==> src/include/drive_supervisor_pkg.sv <==
package drive_supervisor_pkg;

   // axi4-lite register byte offsets
   localparam logic [7:0] CTRL_OFFSET      = 8'h00;
   localparam logic [7:0] STATUS_OFFSET    = 8'h04;
   localparam logic [7:0] IRQ_STAT_OFFSET  = 8'h08;
   localparam logic [7:0] IRQ_MASK_OFFSET  = 8'h0c;
   localparam logic [7:0] MON_TIME_OFFSET  = 8'h10;

   // ctrl fields
   localparam int CTRL_REQ_X_BIT      = 0;
   localparam int CTRL_REQ_Y_BIT      = 1;
   localparam int CTRL_LOCAL_BIT      = 2;
   localparam int CTRL_JOG_DIS_BIT    = 3;
   localparam int CTRL_RESTART_BIT    = 4;

   // irq status / irq mask fields
   localparam int EV_FB_TIMEOUT_BIT   = 0;
   localparam int EV_FB_LOST_BIT      = 1;
   localparam int EV_TORQUE_BIT       = 2;
   localparam int EV_LIMIT_BIT        = 3;
   localparam int EV_SAFETY_BIT       = 4;
   localparam int EV_MACHINE_BIT      = 5;
   localparam int EV_END_POS_BIT      = 6;
   localparam int EV_WIDTH            = 7;

   localparam logic [31:0] CTRL_RESET      = 32'h0000_0008;
   localparam logic [31:0] IRQ_MASK_RESET  = 32'h0000_0000;

   // feedback monitoring time, milliseconds, default
   localparam int MON_TIME_MS         = 2;
   localparam int CLK_PERIOD_NS       = 10;
   localparam int MON_TIME_CYCLES     = MON_TIME_MS * 1000000 / CLK_PERIOD_NS;
   localparam logic [31:0] MON_TIME_RESET = 32'(MON_TIME_CYCLES);

   localparam logic [1:0] RESP_OKAY   = 2'b00;
   localparam logic [1:0] RESP_SLVERR = 2'b10;

   typedef enum {
      ST_IDLE,
      ST_STARTING,
      ST_RUNNING,
      ST_FAILED
   } drive_state_type;

   // per-direction field inputs
   typedef struct packed {
      logic run_feedback;
      logic torque_permissive;
      logic limit_permissive;
      logic end_position;
      logic local_start_button;
   } dir_field_type;

   typedef struct packed {
      logic          request_x;
      logic          request_y;
      logic          local_mode;
      logic          jog_disable_param;
      logic          restart;
      logic [31:0]   feedback_monitor_time;
   } drive_ctrl_type;

endpackage : drive_supervisor_pkg

==> src/axi_lite_regs.sv <==
`timescale 1ns/100ps
module axi_lite_regs
   import drive_supervisor_pkg::*;
(
   input  wire logic                 clk,
   input  wire logic                 reset_n,
   input  wire logic [7:0]           s_axi_awaddr,
   input  wire logic                 s_axi_awvalid,
   output logic                      s_axi_awready,
   input  wire logic [31:0]          s_axi_wdata,
   input  wire logic [3:0]           s_axi_wstrb,
   input  wire logic                 s_axi_wvalid,
   output logic                      s_axi_wready,
   output logic [1:0]                s_axi_bresp,
   output logic                      s_axi_bvalid,
   input  wire logic                 s_axi_bready,
   input  wire logic [7:0]           s_axi_araddr,
   input  wire logic                 s_axi_arvalid,
   output logic                      s_axi_arready,
   output logic [31:0]               s_axi_rdata,
   output logic [1:0]                s_axi_rresp,
   output logic                      s_axi_rvalid,
   input  wire logic                 s_axi_rready,
   input  wire logic [31:0]          status_word,
   input  wire logic [EV_WIDTH-1:0]  events,
   output drive_ctrl_type            ctrl,
   output logic                      irq
);
   logic [31:0]          ctrl_q;
   logic [31:0]          mon_q;
   logic [EV_WIDTH-1:0]  ev_q;
   logic [EV_WIDTH-1:0]  mask_q;
   logic                 restart_q;
   logic                 aw_got_q;
   logic                 w_got_q;
   logic [7:0]           awaddr_q;
   logic [31:0]          wdata_q;
   logic [3:0]           wstrb_q;

   function automatic logic [31:0] merge(input logic [31:0] old,
                                          input logic [31:0] nw,
                                          input logic [3:0]  st);
      logic [31:0] r;
      r = old;
      for (int i = 0; i < 4; i++)
         if (st[i])
            r[i*8 +: 8] = nw[i*8 +: 8];
      return r;
   endfunction : merge

   wire logic do_write = aw_got_q && w_got_q && !s_axi_bvalid;
   wire logic wr_ctrl  = do_write && awaddr_q == CTRL_OFFSET;
   wire logic wr_stat  = do_write && awaddr_q == IRQ_STAT_OFFSET;
   wire logic wr_mask  = do_write && awaddr_q == IRQ_MASK_OFFSET;
   wire logic wr_mon   = do_write && awaddr_q == MON_TIME_OFFSET;
   wire logic wr_hit   = wr_ctrl || wr_stat || wr_mask || wr_mon ||
                         awaddr_q == STATUS_OFFSET;
   wire logic [31:0] ctrl_new = merge(ctrl_q, wdata_q, wstrb_q);
   wire logic [31:0] mask_new = merge(32'(mask_q), wdata_q, wstrb_q);
   wire logic [EV_WIDTH-1:0] ev_clr =
      wr_stat ? wdata_q[EV_WIDTH-1:0] & {EV_WIDTH{wstrb_q[0]}} : '0;
   wire logic rd_hit = s_axi_araddr == CTRL_OFFSET ||
      s_axi_araddr == STATUS_OFFSET || s_axi_araddr == IRQ_STAT_OFFSET ||
      s_axi_araddr == IRQ_MASK_OFFSET || s_axi_araddr == MON_TIME_OFFSET;
   wire logic [31:0] rd_mux =
      s_axi_araddr == CTRL_OFFSET     ? ctrl_q :
      s_axi_araddr == STATUS_OFFSET   ? status_word :
      s_axi_araddr == IRQ_STAT_OFFSET ? 32'(ev_q) :
      s_axi_araddr == IRQ_MASK_OFFSET ? 32'(mask_q) :
      s_axi_araddr == MON_TIME_OFFSET ? mon_q : 32'h0000_0000;

   // next held and answer state, so that each ready comes from a flop
   wire logic aw_nx = !do_write &&
                      (aw_got_q || (s_axi_awvalid && s_axi_awready));
   wire logic w_nx  = !do_write &&
                      (w_got_q || (s_axi_wvalid && s_axi_wready));
   wire logic b_nx  = do_write || (s_axi_bvalid && !s_axi_bready);
   wire logic r_nx  = (s_axi_arvalid && s_axi_arready) ||
                      (s_axi_rvalid && !s_axi_rready);

   assign ctrl.request_x             = ctrl_q[CTRL_REQ_X_BIT];
   assign ctrl.request_y             = ctrl_q[CTRL_REQ_Y_BIT];
   assign ctrl.local_mode            = ctrl_q[CTRL_LOCAL_BIT];
   assign ctrl.jog_disable_param     = ctrl_q[CTRL_JOG_DIS_BIT];
   assign ctrl.restart               = restart_q;
   assign ctrl.feedback_monitor_time = mon_q;

   always_ff @(posedge clk)
   begin
      if (!reset_n)
      begin
         aw_got_q     <= 1'b0;
         w_got_q      <= 1'b0;
         s_axi_awready <= 1'b0;
         s_axi_wready  <= 1'b0;
         s_axi_arready <= 1'b0;
         awaddr_q     <= 8'h00;
         wdata_q      <= 32'h0000_0000;
         wstrb_q      <= 4'h0;
         s_axi_bvalid <= 1'b0;
         s_axi_bresp  <= RESP_OKAY;
         s_axi_rvalid <= 1'b0;
         s_axi_rdata  <= 32'h0000_0000;
         s_axi_rresp  <= RESP_OKAY;
         ctrl_q       <= CTRL_RESET;
         mon_q        <= MON_TIME_RESET;
         mask_q       <= IRQ_MASK_RESET[EV_WIDTH-1:0];
         ev_q         <= '0;
         restart_q    <= 1'b0;
         irq          <= 1'b0;
      end
      else
      begin
         s_axi_awready <= !aw_nx && !b_nx;
         s_axi_wready  <= !w_nx && !b_nx;
         s_axi_arready <= !r_nx;
         if (s_axi_awvalid && s_axi_awready)
         begin
            aw_got_q <= 1'b1;
            awaddr_q <= s_axi_awaddr;
         end
         if (s_axi_wvalid && s_axi_wready)
         begin
            w_got_q <= 1'b1;
            wdata_q <= s_axi_wdata;
            wstrb_q <= s_axi_wstrb;
         end
         if (do_write)
         begin
            aw_got_q     <= 1'b0;
            w_got_q      <= 1'b0;
            s_axi_bvalid <= 1'b1;
            s_axi_bresp  <= wr_hit ? RESP_OKAY : RESP_SLVERR;
         end
         else if (s_axi_bready)
            s_axi_bvalid <= 1'b0;
         // restart bit self-clears: a one-cycle pulse to the supervisor
         restart_q <= wr_ctrl && wstrb_q[0] && wdata_q[CTRL_RESTART_BIT];
         if (wr_ctrl)
            ctrl_q <= ctrl_new & 32'h0000_000f;
         if (wr_mon)
            mon_q <= merge(mon_q, wdata_q, wstrb_q);
         if (wr_mask)
            mask_q <= mask_new[EV_WIDTH-1:0];
         // set wins over write-one-to-clear
         ev_q <= (ev_q & ~ev_clr) | events;
         irq  <= |(((ev_q & ~ev_clr) | events) & mask_q);
         if (s_axi_arvalid && s_axi_arready)
         begin
            s_axi_rvalid <= 1'b1;
            s_axi_rdata  <= rd_mux;
            s_axi_rresp  <= rd_hit ? RESP_OKAY : RESP_SLVERR;
         end
         else if (s_axi_rready)
            s_axi_rvalid <= 1'b0;
      end
   end
endmodule : axi_lite_regs

==> src/bidirectional_drive_supervisor.sv <==
// The implementer's own choices: the placing of the registers and the AXI4-Lite register port.
`timescale 1ns/100ps
// Notes on behaviour
// - feedback must follow command within monitor time
// - feedback lost while running fails until restart
// - torque permissive required to start or run
// - torque drop during running feedback fails
// - internal limit permissive required per direction
// - limit drop during running feedback fails
// - end position high stops travel normally
// - safety interlock required; drop while running fails
// - safety interlock never bypassed
// - local start button bridges machine protection
// - bridging only when jog disable is zero
// - one command output per direction
module bidirectional_drive_supervisor
   import drive_supervisor_pkg::*;
(
   input  wire logic        clk,
   input  wire logic        reset_n,
   input  wire logic [7:0]  s_axi_awaddr,
   input  wire logic        s_axi_awvalid,
   output logic             s_axi_awready,
   input  wire logic [31:0] s_axi_wdata,
   input  wire logic [3:0]  s_axi_wstrb,
   input  wire logic        s_axi_wvalid,
   output logic             s_axi_wready,
   output logic [1:0]       s_axi_bresp,
   output logic             s_axi_bvalid,
   input  wire logic        s_axi_bready,
   input  wire logic [7:0]  s_axi_araddr,
   input  wire logic        s_axi_arvalid,
   output logic             s_axi_arready,
   output logic [31:0]      s_axi_rdata,
   output logic [1:0]       s_axi_rresp,
   output logic             s_axi_rvalid,
   input  wire logic        s_axi_rready,
   input  wire logic        parent_group_restart,
   input  wire logic        dir_run_feedback_x,
   input  wire logic        dir_run_feedback_y,
   input  wire logic        dir_torque_permissive_x,
   input  wire logic        dir_torque_permissive_y,
   input  wire logic        dir_limit_permissive_x,
   input  wire logic        dir_limit_permissive_y,
   input  wire logic        dir_end_position_x,
   input  wire logic        dir_end_position_y,
   input  wire logic        local_start_button,
   input  wire logic        local_start_button_dir_x,
   input  wire logic        local_start_button_dir_y,
   input  wire logic        safety_interlock_ok,
   input  wire logic        machine_protection_ok,
   output logic             dir_run_command_x,
   output logic             dir_run_command_y,
   output logic             failed,
   output logic             irq
);
   localparam int NPIN = 14;

   logic [NPIN-1:0]     pins_raw;
   logic [NPIN-1:0]     pins_s;
   dir_field_type       fx;
   dir_field_type       fy;
   logic                common_button;
   logic                safety_s;
   logic                machine_s;
   logic                restart_pin_s;
   drive_ctrl_type      ctrl;
   drive_state_type     state_q;
   drive_state_type     state_d;
   logic                dir_y_q;
   logic                dir_y_d;
   logic [31:0]         timer_q;
   logic                torque_prev_q;
   logic                limit_prev_q;
   logic                safety_prev_q;
   logic [EV_WIDTH-1:0] events;
   logic [31:0]         status_word;
   logic                cmd_x_d;
   logic                cmd_y_d;

   assign pins_raw = {parent_group_restart, safety_interlock_ok,
      machine_protection_ok, local_start_button,
      dir_run_feedback_x, dir_torque_permissive_x,
      dir_limit_permissive_x, dir_end_position_x,
      local_start_button_dir_x,
      dir_run_feedback_y, dir_torque_permissive_y,
      dir_limit_permissive_y, dir_end_position_y,
      local_start_button_dir_y};

   input_sync #(.WIDTH(NPIN)) u_sync (
      .clk      (clk),
      .reset_n  (reset_n),
      .async_in (pins_raw),
      .sync_out (pins_s)
   );

   assign {restart_pin_s, safety_s, machine_s, common_button} = pins_s[13:10];
   assign fx = pins_s[9:5];
   assign fy = pins_s[4:0];

   axi_lite_regs u_regs (
      .clk           (clk),
      .reset_n       (reset_n),
      .s_axi_awaddr  (s_axi_awaddr),
      .s_axi_awvalid (s_axi_awvalid),
      .s_axi_awready (s_axi_awready),
      .s_axi_wdata   (s_axi_wdata),
      .s_axi_wstrb   (s_axi_wstrb),
      .s_axi_wvalid  (s_axi_wvalid),
      .s_axi_wready  (s_axi_wready),
      .s_axi_bresp   (s_axi_bresp),
      .s_axi_bvalid  (s_axi_bvalid),
      .s_axi_bready  (s_axi_bready),
      .s_axi_araddr  (s_axi_araddr),
      .s_axi_arvalid (s_axi_arvalid),
      .s_axi_arready (s_axi_arready),
      .s_axi_rdata   (s_axi_rdata),
      .s_axi_rresp   (s_axi_rresp),
      .s_axi_rvalid  (s_axi_rvalid),
      .s_axi_rready  (s_axi_rready),
      .status_word   (status_word),
      .events        (events),
      .ctrl          (ctrl),
      .irq           (irq)
   );

   function automatic logic may_run(input dir_field_type f,
                                     input logic safety,
                                     input logic machine,
                                     input logic bridge);
      return f.torque_permissive && f.limit_permissive &&
             !f.end_position && safety && (machine || bridge);
   endfunction : may_run

   wire logic bridge_x = ctrl.local_mode && !ctrl.jog_disable_param &&
                         (common_button || fx.local_start_button);
   wire logic bridge_y = ctrl.local_mode && !ctrl.jog_disable_param &&
                         (common_button || fy.local_start_button);
   wire logic ok_x = may_run(fx, safety_s, machine_s, bridge_x);
   wire logic ok_y = may_run(fy, safety_s, machine_s, bridge_y);
   wire logic want_x = ctrl.request_x && !ctrl.request_y;
   wire logic want_y = ctrl.request_y && !ctrl.request_x;
   wire logic restart = ctrl.restart || restart_pin_s;

   wire dir_field_type fa = dir_y_q ? fy : fx;
   wire logic ok_a   = dir_y_q ? ok_y : ok_x;
   wire logic want_a = dir_y_q ? want_y : want_x;
   wire logic active = state_q == ST_STARTING || state_q == ST_RUNNING;
   wire logic timeout = state_q == ST_STARTING && !fa.run_feedback &&
                        timer_q >= ctrl.feedback_monitor_time;
   wire logic fb_lost = state_q == ST_RUNNING && !fa.run_feedback;
   wire logic torque_fall = active && fa.run_feedback && torque_prev_q &&
                            !fa.torque_permissive;
   wire logic limit_fall = active && fa.run_feedback && limit_prev_q &&
                           !fa.limit_permissive;
   wire logic safety_fall = active && safety_prev_q && !safety_s;
   wire logic machine_fall = active && !machine_s &&
                             !(dir_y_q ? bridge_y : bridge_x);
   wire logic end_stop = active && fa.end_position;
   wire logic fault = timeout || fb_lost || torque_fall || limit_fall ||
                      safety_fall || machine_fall;

   assign events = {end_stop && !fault, machine_fall, safety_fall,
                    limit_fall, torque_fall, fb_lost, timeout};

   always_comb
   begin
      state_d = state_q;
      dir_y_d = dir_y_q;
      case (state_q)
         ST_IDLE:
         begin
            if (want_x && ok_x)
            begin
               state_d = ST_STARTING;
               dir_y_d = 1'b0;
            end
            else if (want_y && ok_y)
            begin
               state_d = ST_STARTING;
               dir_y_d = 1'b1;
            end
         end
         ST_STARTING, ST_RUNNING:
         begin
            if (fault)
               state_d = ST_FAILED;
            else if (!want_a || !ok_a)
               state_d = ST_IDLE;
            else if (state_q == ST_STARTING && fa.run_feedback)
               state_d = ST_RUNNING;
         end
         ST_FAILED:
         begin
            if (restart)
               state_d = ST_IDLE;
         end
         default:
            state_d = ST_IDLE;
      endcase
   end

   assign cmd_x_d = (state_d == ST_STARTING || state_d == ST_RUNNING) &&
                    !dir_y_d;
   assign cmd_y_d = (state_d == ST_STARTING || state_d == ST_RUNNING) &&
                    dir_y_d;

   assign status_word = {24'h00_0000, 2'b00,
      state_q == ST_FAILED, state_q == ST_RUNNING,
      state_q == ST_STARTING, dir_y_q, fy.run_feedback, fx.run_feedback};

   always_ff @(posedge clk)
   begin
      if (!reset_n)
      begin
         state_q           <= ST_IDLE;
         dir_y_q           <= 1'b0;
         timer_q           <= 32'h0000_0000;
         torque_prev_q     <= 1'b0;
         limit_prev_q      <= 1'b0;
         safety_prev_q     <= 1'b0;
         dir_run_command_x <= 1'b0;
         dir_run_command_y <= 1'b0;
         failed            <= 1'b0;
      end
      else
      begin
         state_q           <= state_d;
         dir_y_q           <= dir_y_d;
         timer_q           <= (state_d == ST_STARTING &&
                               state_q == ST_STARTING) ?
                              timer_q + 32'h0000_0001 : 32'h0000_0000;
         torque_prev_q     <= fa.torque_permissive;
         limit_prev_q      <= fa.limit_permissive;
         safety_prev_q     <= safety_s;
         dir_run_command_x <= cmd_x_d;
         dir_run_command_y <= cmd_y_d;
         failed            <= state_d == ST_FAILED;
      end
   end
endmodule : bidirectional_drive_supervisor

==> src/input_sync.sv <==
`timescale 1ns/100ps
module input_sync
   import drive_supervisor_pkg::*;
#(
   parameter int WIDTH = 1
)(
   input  wire logic             clk,
   input  wire logic             reset_n,
   input  wire logic [WIDTH-1:0] async_in,
   output logic      [WIDTH-1:0] sync_out
);
   logic [WIDTH-1:0] meta_q;

   always_ff @(posedge clk)
   begin
      if (!reset_n)
      begin
         meta_q   <= '0;
         sync_out <= '0;
      end
      else
      begin
         meta_q   <= async_in;
         sync_out <= meta_q;
      end
   end
endmodule : input_sync
==> config.mk <==
export PLATFORM = sky130hd
export DESIGN_NAME = bidirectional_drive_supervisor
export DESIGN_NICKNAME = d
export VERILOG_FILES = /design/src/include/drive_supervisor_pkg.sv /design/src/axi_lite_regs.sv /design/src/bidirectional_drive_supervisor.sv /design/src/input_sync.sv
export SDC_FILE = /design/constraint.sdc
export NUM_CORES = 1
export LEC_CHECK = 0
export ABC_AREA = 1
export BUFFER_PORTS_ARGS = -buffer_cell sky130_fd_sc_hd__buf_2
export CORE_MARGIN = 10
export CORE_UTILIZATION = 52
export DETAILED_ROUTE_END_ITERATION = 10
export HOLD_SLACK_MARGIN = 0.15
export PLACE_DENSITY = 0.73
export SLEW_MARGIN = 30
export SYNTH_ARGS = -nofsm -noshare
export SYNTH_HDL_FRONTEND = slang
export SYNTH_SLANG_ARGS = --single-unit
==> constraint.sdc <==
create_clock -name clk -period 3.7 [get_ports clk]
set_clock_uncertainty 0.05 [all_clocks]
set_input_delay 0.37 -clock clk [delete_from_list [all_inputs] [get_ports clk]]
set_output_delay 0.37 -clock clk [all_outputs]
set_load 0.01 [all_outputs]
==> results.txt, run 1 <==
- The run finished with clean final reports.
- After detailed placement, the design holds a cell count of about 1.6k.
* Unrepaired setup endpoints after global routing: false
- CP max FO: 31
- Commonest cells after routing, fill and taps aside: sky130_fd_sc_hd__dfxtp_1, sky130_fd_sc_hd__nand2_1, sky130_fd_sc_hd__nor2_1
- For this block, the routed nets add up to between 20 and 25 mm of wire.
- After floorplanning, the core was sized to cover about 0.018 mm^2.
- Total Negative Setup Slacks: 0 ps
- Area fraction of the dominant cell type after synthesis: 0.490
- Vert. Die Dim: about 160 um
- Leaving out fill and tap cells, the most frequent cell in the layout is sky130_fd_sc_hd__dfxtp_1.
- Worst setup SP type: register
- For the finished layout, the period the worst path requires is 2680 ps.
- Final weighted congestion in routability-driven placement: approximately 0.9
* Number of storage elements in the synthesis netlist: ~240
* Clk Tree Root Cell: sky130_fd_sc_hd__clkbuf_16
- Total of endpoints with negative setup slack in the final report: 0
- Post-synthesis cell count: ~1.3k
* Power density over the cells: between 400 and 500 mW/mm^2
- The worst hold path belongs to the class primary input to register.
* Initial core utilization: 0.533
* Grt total ovfl: 0
- Cell family with most CP delay: simple AND/OR/NAND/NOR gates
* Primary flip-flop cell chosen by synthesis mapping: sky130_fd_sc_hd__dfxtp_1
- Entering global routing, the biggest net connects slightly below 80 pins.
- STA classifies the critical path endpoint as a register.
- Clock tree from TritonCTS: yes
- Critical hold path startpoint: s_axi_wdata[1]
- Relative to the synthesized area, the layout overhead comes to 22.6%.
- The die is 156 um wide.
- Filler-free cell count of the finished design: 1687
- Fill cells in the final layout number around 1.5k.
* Longest individual stage delay on the worst path: around 500 ps
* R2R Path Start: timer_q[19]$_SDFF_PN0_
* Input/output buffers: ~120
* Transition time of the tightest slew-check pin: 949 ps
- The count of nets left with antenna violations once routing finished came out at 0.
- Proportion of synthesized chip area in sequential cells: 0.490
- The detailed router finished its first iteration with between 500 and 600 violations.
* Clock latency of the later-clocked register in the worst-skew pair: about 520 ps
- After detailed placement, the total cell area comes to around 0.010 mm^2.
* Final hold violations: 0
- After clock tree synthesis, the clock-pin slew on the worst setup and hold paths is 60 ps.
- Asr flop ratio synth: 0
* Reg2reg path depth: 12
- The worst register-to-register path ends at timer_q[29]$_SDFF_PN0_.
- For this run, design rule violations remaining after detail routing come to 0.
- Final hold slack: around 190 ps
- Fraction of final layout cells with drive strength greater than 1: 0.128
- Setup slack on the critical path of the routed design comes to 1020 ps.
- Post-synthesis instance area: between 0.009 and 0.01 mm^2
* Highest attainable clock frequency: about 0.37 GHz
* First-pass GRT wire length: 40.3 mm
- Counting instances, the worst hold path has a depth of 3.
- In this run the tightest slew margin relative to its limit is 0.363.
- The worst-case IR drop observed on VDD is 297 uV.
- Cell at the slowest stage of the critical path: sky130_fd_sc_hd__nand4_4
- Count of unique library cells instantiated by Yosys: 42
- Via-to-Cell Ratio: about 5
- Pin placement for this block handled around 120 I/O pins.
- For this run, the total global-route usage over all layers was measured as 0.198.
* Antenna violations before repair: 0
- Dominant cell type by count on the critical path: sky130_fd_sc_hd__nand2_1
- Critical setup path kind: register to register
- After floorplanning, the core was divided into between 40 and 50 placement rows.
* Final Util: 0.653
* Critical path, cell by cell: ha_1 > a21oi_1 > o21ai_0 > nand2_1 > o211ai_1 > a21oi_1 > nand2_1 > a21oi_2 > nand4_4 > nor2_1 > nand2_1 > inv_1
- Of the available clock period, the critical path in the final layout requires 0.725.
* Number of buffers inserted during clock tree synthesis: 24
- For hold timing, the worst endpoint is u_regs.wdata_q[1]$_SDFFE_PN0P_.
- Antenna cells: 0
* Warnings from Yosys: 0
- Average cell area after synthesis: around 7.7 um^2
* Iteration count of the initial detailed-routing pass: 5
- The number of pins exceeding their max-slew limit in the final report came to 0.
- After routing the design area is about 0.012 mm^2.
- The die covers roughly 0.024 mm^2.
- Setup fix buffers added after clock tree synthesis: 0
* Post-synth EDFFs: 0
* Max-Cap Viols: 0
* Total Power Consumption: roughly 5.3 mW
- At the end of the flow, the number of nets in the layout was roughly 1.6k.
* Count of buffering cells on the critical path with inverters included: 1
- Leak pwr: roughly 5.2 nW
- The largest total area in the synthesized netlist belongs to sky130_fd_sc_hd__dfxtp_1.
- Data on the critical path arrives at its endpoint at 3100 ps.
* Leading post-synthesis cells by cell area: sky130_fd_sc_hd__dfxtp_1, sky130_fd_sc_hd__nand2_1, sky130_fd_sc_hd__nor2_1, sky130_fd_sc_hd__inv_1, sky130_fd_sc_hd__a21oi_1
- Via count of the first global-routing pass: ~8.2k
- CTS saw around 240 sinks.
* Max Buffers Root-to-Sink: 3
- Hpwl dp: 16.6 mm
- Req. time, crit path: just over 4000 ps
* Routed wire length per instance: ~14 um
- Reg2Reg Setup Slack: ~1000 ps
- In this run the number of H-tree levels came out at 1.
* Total via count after detailed routing: 8498
- Worst Setup Slack post-DPL: roughly 800 ps
[final cells by class]
class,instances,area [um^2],share of cell area
clock inverter,3,40.0,0.00339
tap,229,287,0.0243
sequential,236,4720,0.400
timing repair buffer,179,1200,0.102
clock buffer,37,721,0.0610
inverter,184,691,0.0585
multi-input combinational,819,4150,0.351
[how the worst max path moves through the flow]
stage / startpoint / endpoint / slack [ps] / cells past startpoint
2_1_floorplan: u_regs.mon_q[17]$_SDFFE_PN1P_ / timer_q[29]$_SDFF_PN0_ / 1720 / 14
3_3_place_gp: s_axi_araddr[1] / u_regs.s_axi_rdata[10]$_SDFFE_PN0P_ / 780 / 8
3_5_place_dp: s_axi_araddr[1] / u_regs.s_axi_rdata[10]$_SDFFE_PN0P_ / 800 / 8
4_1_cts: timer_q[19]$_SDFF_PN0_ / timer_q[31]$_SDFF_PN0_ / 980 / 12
5_1_grt: timer_q[19]$_SDFF_PN0_ / timer_q[31]$_SDFF_PN0_ / 710 / 12
6_report: timer_q[19]$_SDFF_PN0_ / timer_q[29]$_SDFF_PN0_ / 1020 / 12
[power by group]
group          switching (mW)  internal [mW]
Combinational           0.168          0.121
Clock                   0.934           1.40
Sequential             0.0347           2.62
Total                    1.14           4.14
[timing repair]
action                                  CTS  global route
hold buffers                             59             0
resized for setup                         0             0
endpoints found under the setup margin    0             0
hold endpoints to repair                 60             0
[tightest hold or removal path, cell delays in order]
cell                      delay (ps)
sky130_fd_sc_hd__buf_2            90
sky130_fd_sc_hd__o21ai_0         100
sky130_fd_sc_hd__a21oi_1         130
[cells in the mapped netlist (3+ instances only)]
library cell	number
sky130_fd_sc_hd__or2_1	3
sky130_fd_sc_hd__inv_1	177
sky130_fd_sc_hd__a21oi_1	111
sky130_fd_sc_hd__nand2_2	3
sky130_fd_sc_hd__nor3b_2	6
sky130_fd_sc_hd__nor2_1	180
sky130_fd_sc_hd__xor2_1	5
sky130_fd_sc_hd__nand4_1	24
sky130_fd_sc_hd__inv_2	4
sky130_fd_sc_hd__ha_1	33
sky130_fd_sc_hd__o22ai_1	4
sky130_fd_sc_hd__o21ai_1	5
sky130_fd_sc_hd__o21ai_0	85
sky130_fd_sc_hd__or2_2	8
sky130_fd_sc_hd__clkinv_1	3
sky130_fd_sc_hd__nor2_2	4
sky130_fd_sc_hd__nand3_1	50
sky130_fd_sc_hd__o211ai_1	11
sky130_fd_sc_hd__a211oi_1	14
sky130_fd_sc_hd__dfxtp_1	236
sky130_fd_sc_hd__nor4_1	6
sky130_fd_sc_hd__clkbuf_1	38
sky130_fd_sc_hd__nor3_2	7
sky130_fd_sc_hd__nor3_1	17
sky130_fd_sc_hd__buf_4	3
sky130_fd_sc_hd__o221ai_1	3
sky130_fd_sc_hd__nand2_1	191
[sequential cells by signal, indices dropped and copies added, names as in the netlist, 4 cells and up]
signal              flops
state_q                32
timer_q                32
u_regs.awaddr_q         8
u_regs.ctrl_q           4
u_regs.ev_q             7
u_regs.mask_q           7
u_regs.mon_q           32
u_regs.s_axi_rdata     32
u_regs.wdata_q         32
u_regs.wstrb_q          4
u_sync.meta_q          14
u_sync.sync_out        14
[per-layer routing]
metal  part of all wire  up-vias  global-route usage
li1                   -     4397                   -
met1               0.48     3782               0.283
met2               0.41      289               0.297
met3              0.091       30              0.0458
met4              0.013        0              0.0422
met5                  0        -                   0
[cells by family after synthesis]
| family | share of synthesized area |
|---|---|
| AOI/OAI and AO/OA | 0.138 |
| xor gates and xnor gates | 0.00636 |
| adders and majority gates | 0.0429 |
| buffers and inverters | 0.0914 |
| DFF | 0.490 |
| muxes | 0.00104 |
| other | 0.000389 |
| and+or+nand+nor | 0.229 |
Power figures use the tool's default switching activity.
==> run 2: changes to the inputs <==
clock period = 2.48 ns   (was 3.7 ns; I/O delays follow)
==> run 2 against run 1 <==
Against the previous run:
- largest power group unchanged
- non-clock buffer count rose by 24
- global-route usage up 0.41 points
- flip-flop and latch count did not move
- setup slack worse by 830 ps
- register-to-register slack got worse by 830 ps
- critical endpoint is now timer_q[31]$_SDFF_PN0_
- utilization increased by 1.4 points
- clock power rose by 49%
- highest routed layer is now met5
==> results.txt, run 2 (same netlist as run 1, synthesis figures left out) <==
* Routed wire length: 25.0 mm (+3.2%)
- Req. time, crit path: 2880 ps (-1240 ps)
* Chip Width: 156 um (unchanged)
- The static leakage power was 5.35 nW (+2.5%).
- The number of detailed-route iterations in the first pass is 5 (unchanged).
* Floorplan die area: 0.0244 mm^2 (unchanged)
* Critical setup path kind: register to register
* Area of the multi-input gates: 0.00418 mm^2 (+0.72%)
- Maximum number of pins on one net before global-route repair: 111 (+41%)
- The run finished with clean final reports.
* Total via count after detailed routing: 8693 (+2.3%)
* Number of buffers inserted during clock tree synthesis: 24 (unchanged)
* Clk Tree Root Cell: sky130_fd_sc_hd__clkbuf_16
- TritonCTS built the clock tree.
* Max Buffers Root-to-Sink: 3 (unchanged)
- Global Route Usage Sum: 0.202 (+0.00410)
- Final weighted congestion in routability-driven placement: 0.914 (-1.1%)
- Summed area of non-filler cells in the final layout: 0.0121 mm^2 (+2.2%)
- The detailed-route wire length per cell is 14.6 um (+1.7%).
- In this run the most critical hold path is launched from s_axi_awvalid.
* Critical Path Source: u_regs.mon_q[3]$_SDFFE_PN0P_
- The number of antenna violations at the first check in global routing was 2 (+2).
- Clock period minus worst slack: 2290 ps (-392 ps)
- The total placed cells including tap cells came to 1603 (+0.94%).
- The worst setup path is captured at a register.
* Footprint of the flip-flops and latches: 0.00473 mm^2 (+0.13%)
* Input/output buffers: 115 (unchanged)
* Violation count after the first detailed-route iteration: 686 (+21%)
- The slew of the pin with the lowest slew margin was 708 ps (-242 ps).
* Via-to-Cell Ratio: 5.08 (+0.80%)
- Number of sinks on the clock net: 236 (unchanged)
- Grt total ovfl: 0 (unchanged)
- Vert. Die Dim: 156 um (unchanged)
* Final-stage net count: 1574 (+1.5%)
- Highest attainable clock frequency: 0.437 GHz (+17%)
* Total of endpoints with negative setup slack in the final report: 0 (unchanged)
- The top cell types in the final layout, fill and taps aside, are sky130_fd_sc_hd__dfxtp_1, sky130_fd_sc_hd__nand2_1, sky130_fd_sc_hd__inv_1, sky130_fd_sc_hd__nor2_1, sky130_fd_sc_hd__buf_2.
- The hold violation count in the final report was 0 (unchanged).
* CP max FO: 31 (unchanged)
- Most common cell after layout, fill and taps aside: sky130_fd_sc_hd__dfxtp_1
- Crit path arrival time: 2690 ps (-410 ps)
- The final critical-path setup slack is 190 ps (-828 ps).
- The post-route fraction of the period consumed by the critical path came to 0.923 (+0.198).
- Level count of the clock H-tree: 1 (unchanged)
- The number of max-cap violations is 0 (unchanged).
- R2R Path Start: u_regs.mon_q[3]$_SDFFE_PN0P_
- Filler cell count: 1504 (-0.73%)
* Hpwl dp: 17.2 mm (+3.4%)
* Clock latency of the later-clocked register in the worst-skew pair: 520 ps (about the same)
- The effective utilization at floorplan is 0.533 (unchanged).
* Peak VDD IR: 449 uV (+51%)
* Placed Instance Area: 0.0106 mm^2 (+1.3%)
- The cell area power density is 653 mW/mm^2 (+46%).
* Clock transition at the registers of the reported paths: 60 ps (about the same)
- Slew Viols, Final: 0 (unchanged)
- Drc violations: 0 (unchanged)
- Worst Setup Slack post-DPL: 79.6 ps (-716 ps)
* Std cell rows: 49 (unchanged)
* Fraction of final layout cells with drive strength greater than 1: 0.151 (+0.0229)
- STA classifies the critical path startpoint as a register.
- Area growth, synth to finish: 25.2%
- The total power of the final layout is 7.88 mW (+49%).
* First-pass GRT wire length: 41.0 mm (+1.7%)
* I/O Pins: 118 (unchanged)
* Via count of the first global-routing pass: 8209 (+0.60%)
- Worst min path class: primary input to register
- The max-slew headroom at the worst pin is 0.528 (+0.165).
- Placeable core region: 0.0181 mm^2 (unchanged)
- The final standard cell count with taps included and fillers excluded was 1712 (+1.5%).
- ANT nets after route: 0 (unchanged)
[run 2: cell types whose count changed in the layout (fill, tap and decap cells not counted), sizes merged]
cell	delta
buf	+19
clkbuf	-5
dlygate4sd3	+5
clkinv	+4
clkinvlp	+1
diode	+1
[run 2: final timing paths]
kind                            depth (start not counted)                               to  slack, ps
worst max-delay path                                   16           timer_q[31]$_SDFF_PN0_        190
worst min-delay path                                    3  u_regs.awaddr_q[5]$_SDFFE_PN0P_        220
worst max register to register                         16           timer_q[31]$_SDFF_PN0_        190
worst min register to register                          2   u_sync.sync_out[13]$_SDFF_PN0_        360
[run 2: metrics by stage]
| stage | utilization | TNS [ps] | hold slack [ps] |
|---|---|---|---|
| final | 0.667 | 0 | 218 |
| after global routing | 0.667 | -17.9 | 213 |
| after CTS | 0.663 | 0 | 171 |
| after detailed placement | 0.586 | 0 | 349 |
| after global placement | 0.586 | 0 | 344 |
| after floorplan | - | 0 | 296 |
[run 2: final cells by class]
type,instances,area share
clock buffers,32,0.0564
multi-input cells,819,0.346
repair buffers,203,0.118
flip-flops and latches,236,0.392
diodes,1,0.000207
clock inverters,8,0.00653
inverters,184,0.0572
well taps,229,0.0237
[run 2: power by group]
part	internal, mW	switching (mW)
Combinational	0.193	0.256
Sequential	3.90	0.0508
Clock	2.02	1.45
[run 2: metal layers]
metal,wire (um),track usage
met2,10500,0.304
met5,18,0
met1,11900,0.287
met4,433,0.0517
met3,2150,0.0430
[run 2: what timing repair did]
action                                 CTS  global route
buffers inserted                         0             4
resized for setup                        0            16
hold buffers                            64             0
setup endpoints to repair                0            24
endpoints found under the hold margin   65             0
[run 2: worst max-delay path, cell delays in order (launching register included)]
cell and delay [ps]:
sky130_fd_sc_hd__dfxtp_1 310, sky130_fd_sc_hd__inv_1 70, sky130_fd_sc_hd__ha_1 310, sky130_fd_sc_hd__a21oi_1 130
sky130_fd_sc_hd__o21ai_0 90, sky130_fd_sc_hd__nand2_1 60, sky130_fd_sc_hd__nand3_1 100, sky130_fd_sc_hd__nand2_1 80
sky130_fd_sc_hd__nand2_1 80, sky130_fd_sc_hd__nand2_1 80, sky130_fd_sc_hd__nand2_2 90, sky130_fd_sc_hd__a21oi_4 220
sky130_fd_sc_hd__nand4_4 120, sky130_fd_sc_hd__buf_12 190, sky130_fd_sc_hd__inv_1 80, sky130_fd_sc_hd__nand2_1 50
sky130_fd_sc_hd__nor2_1 70
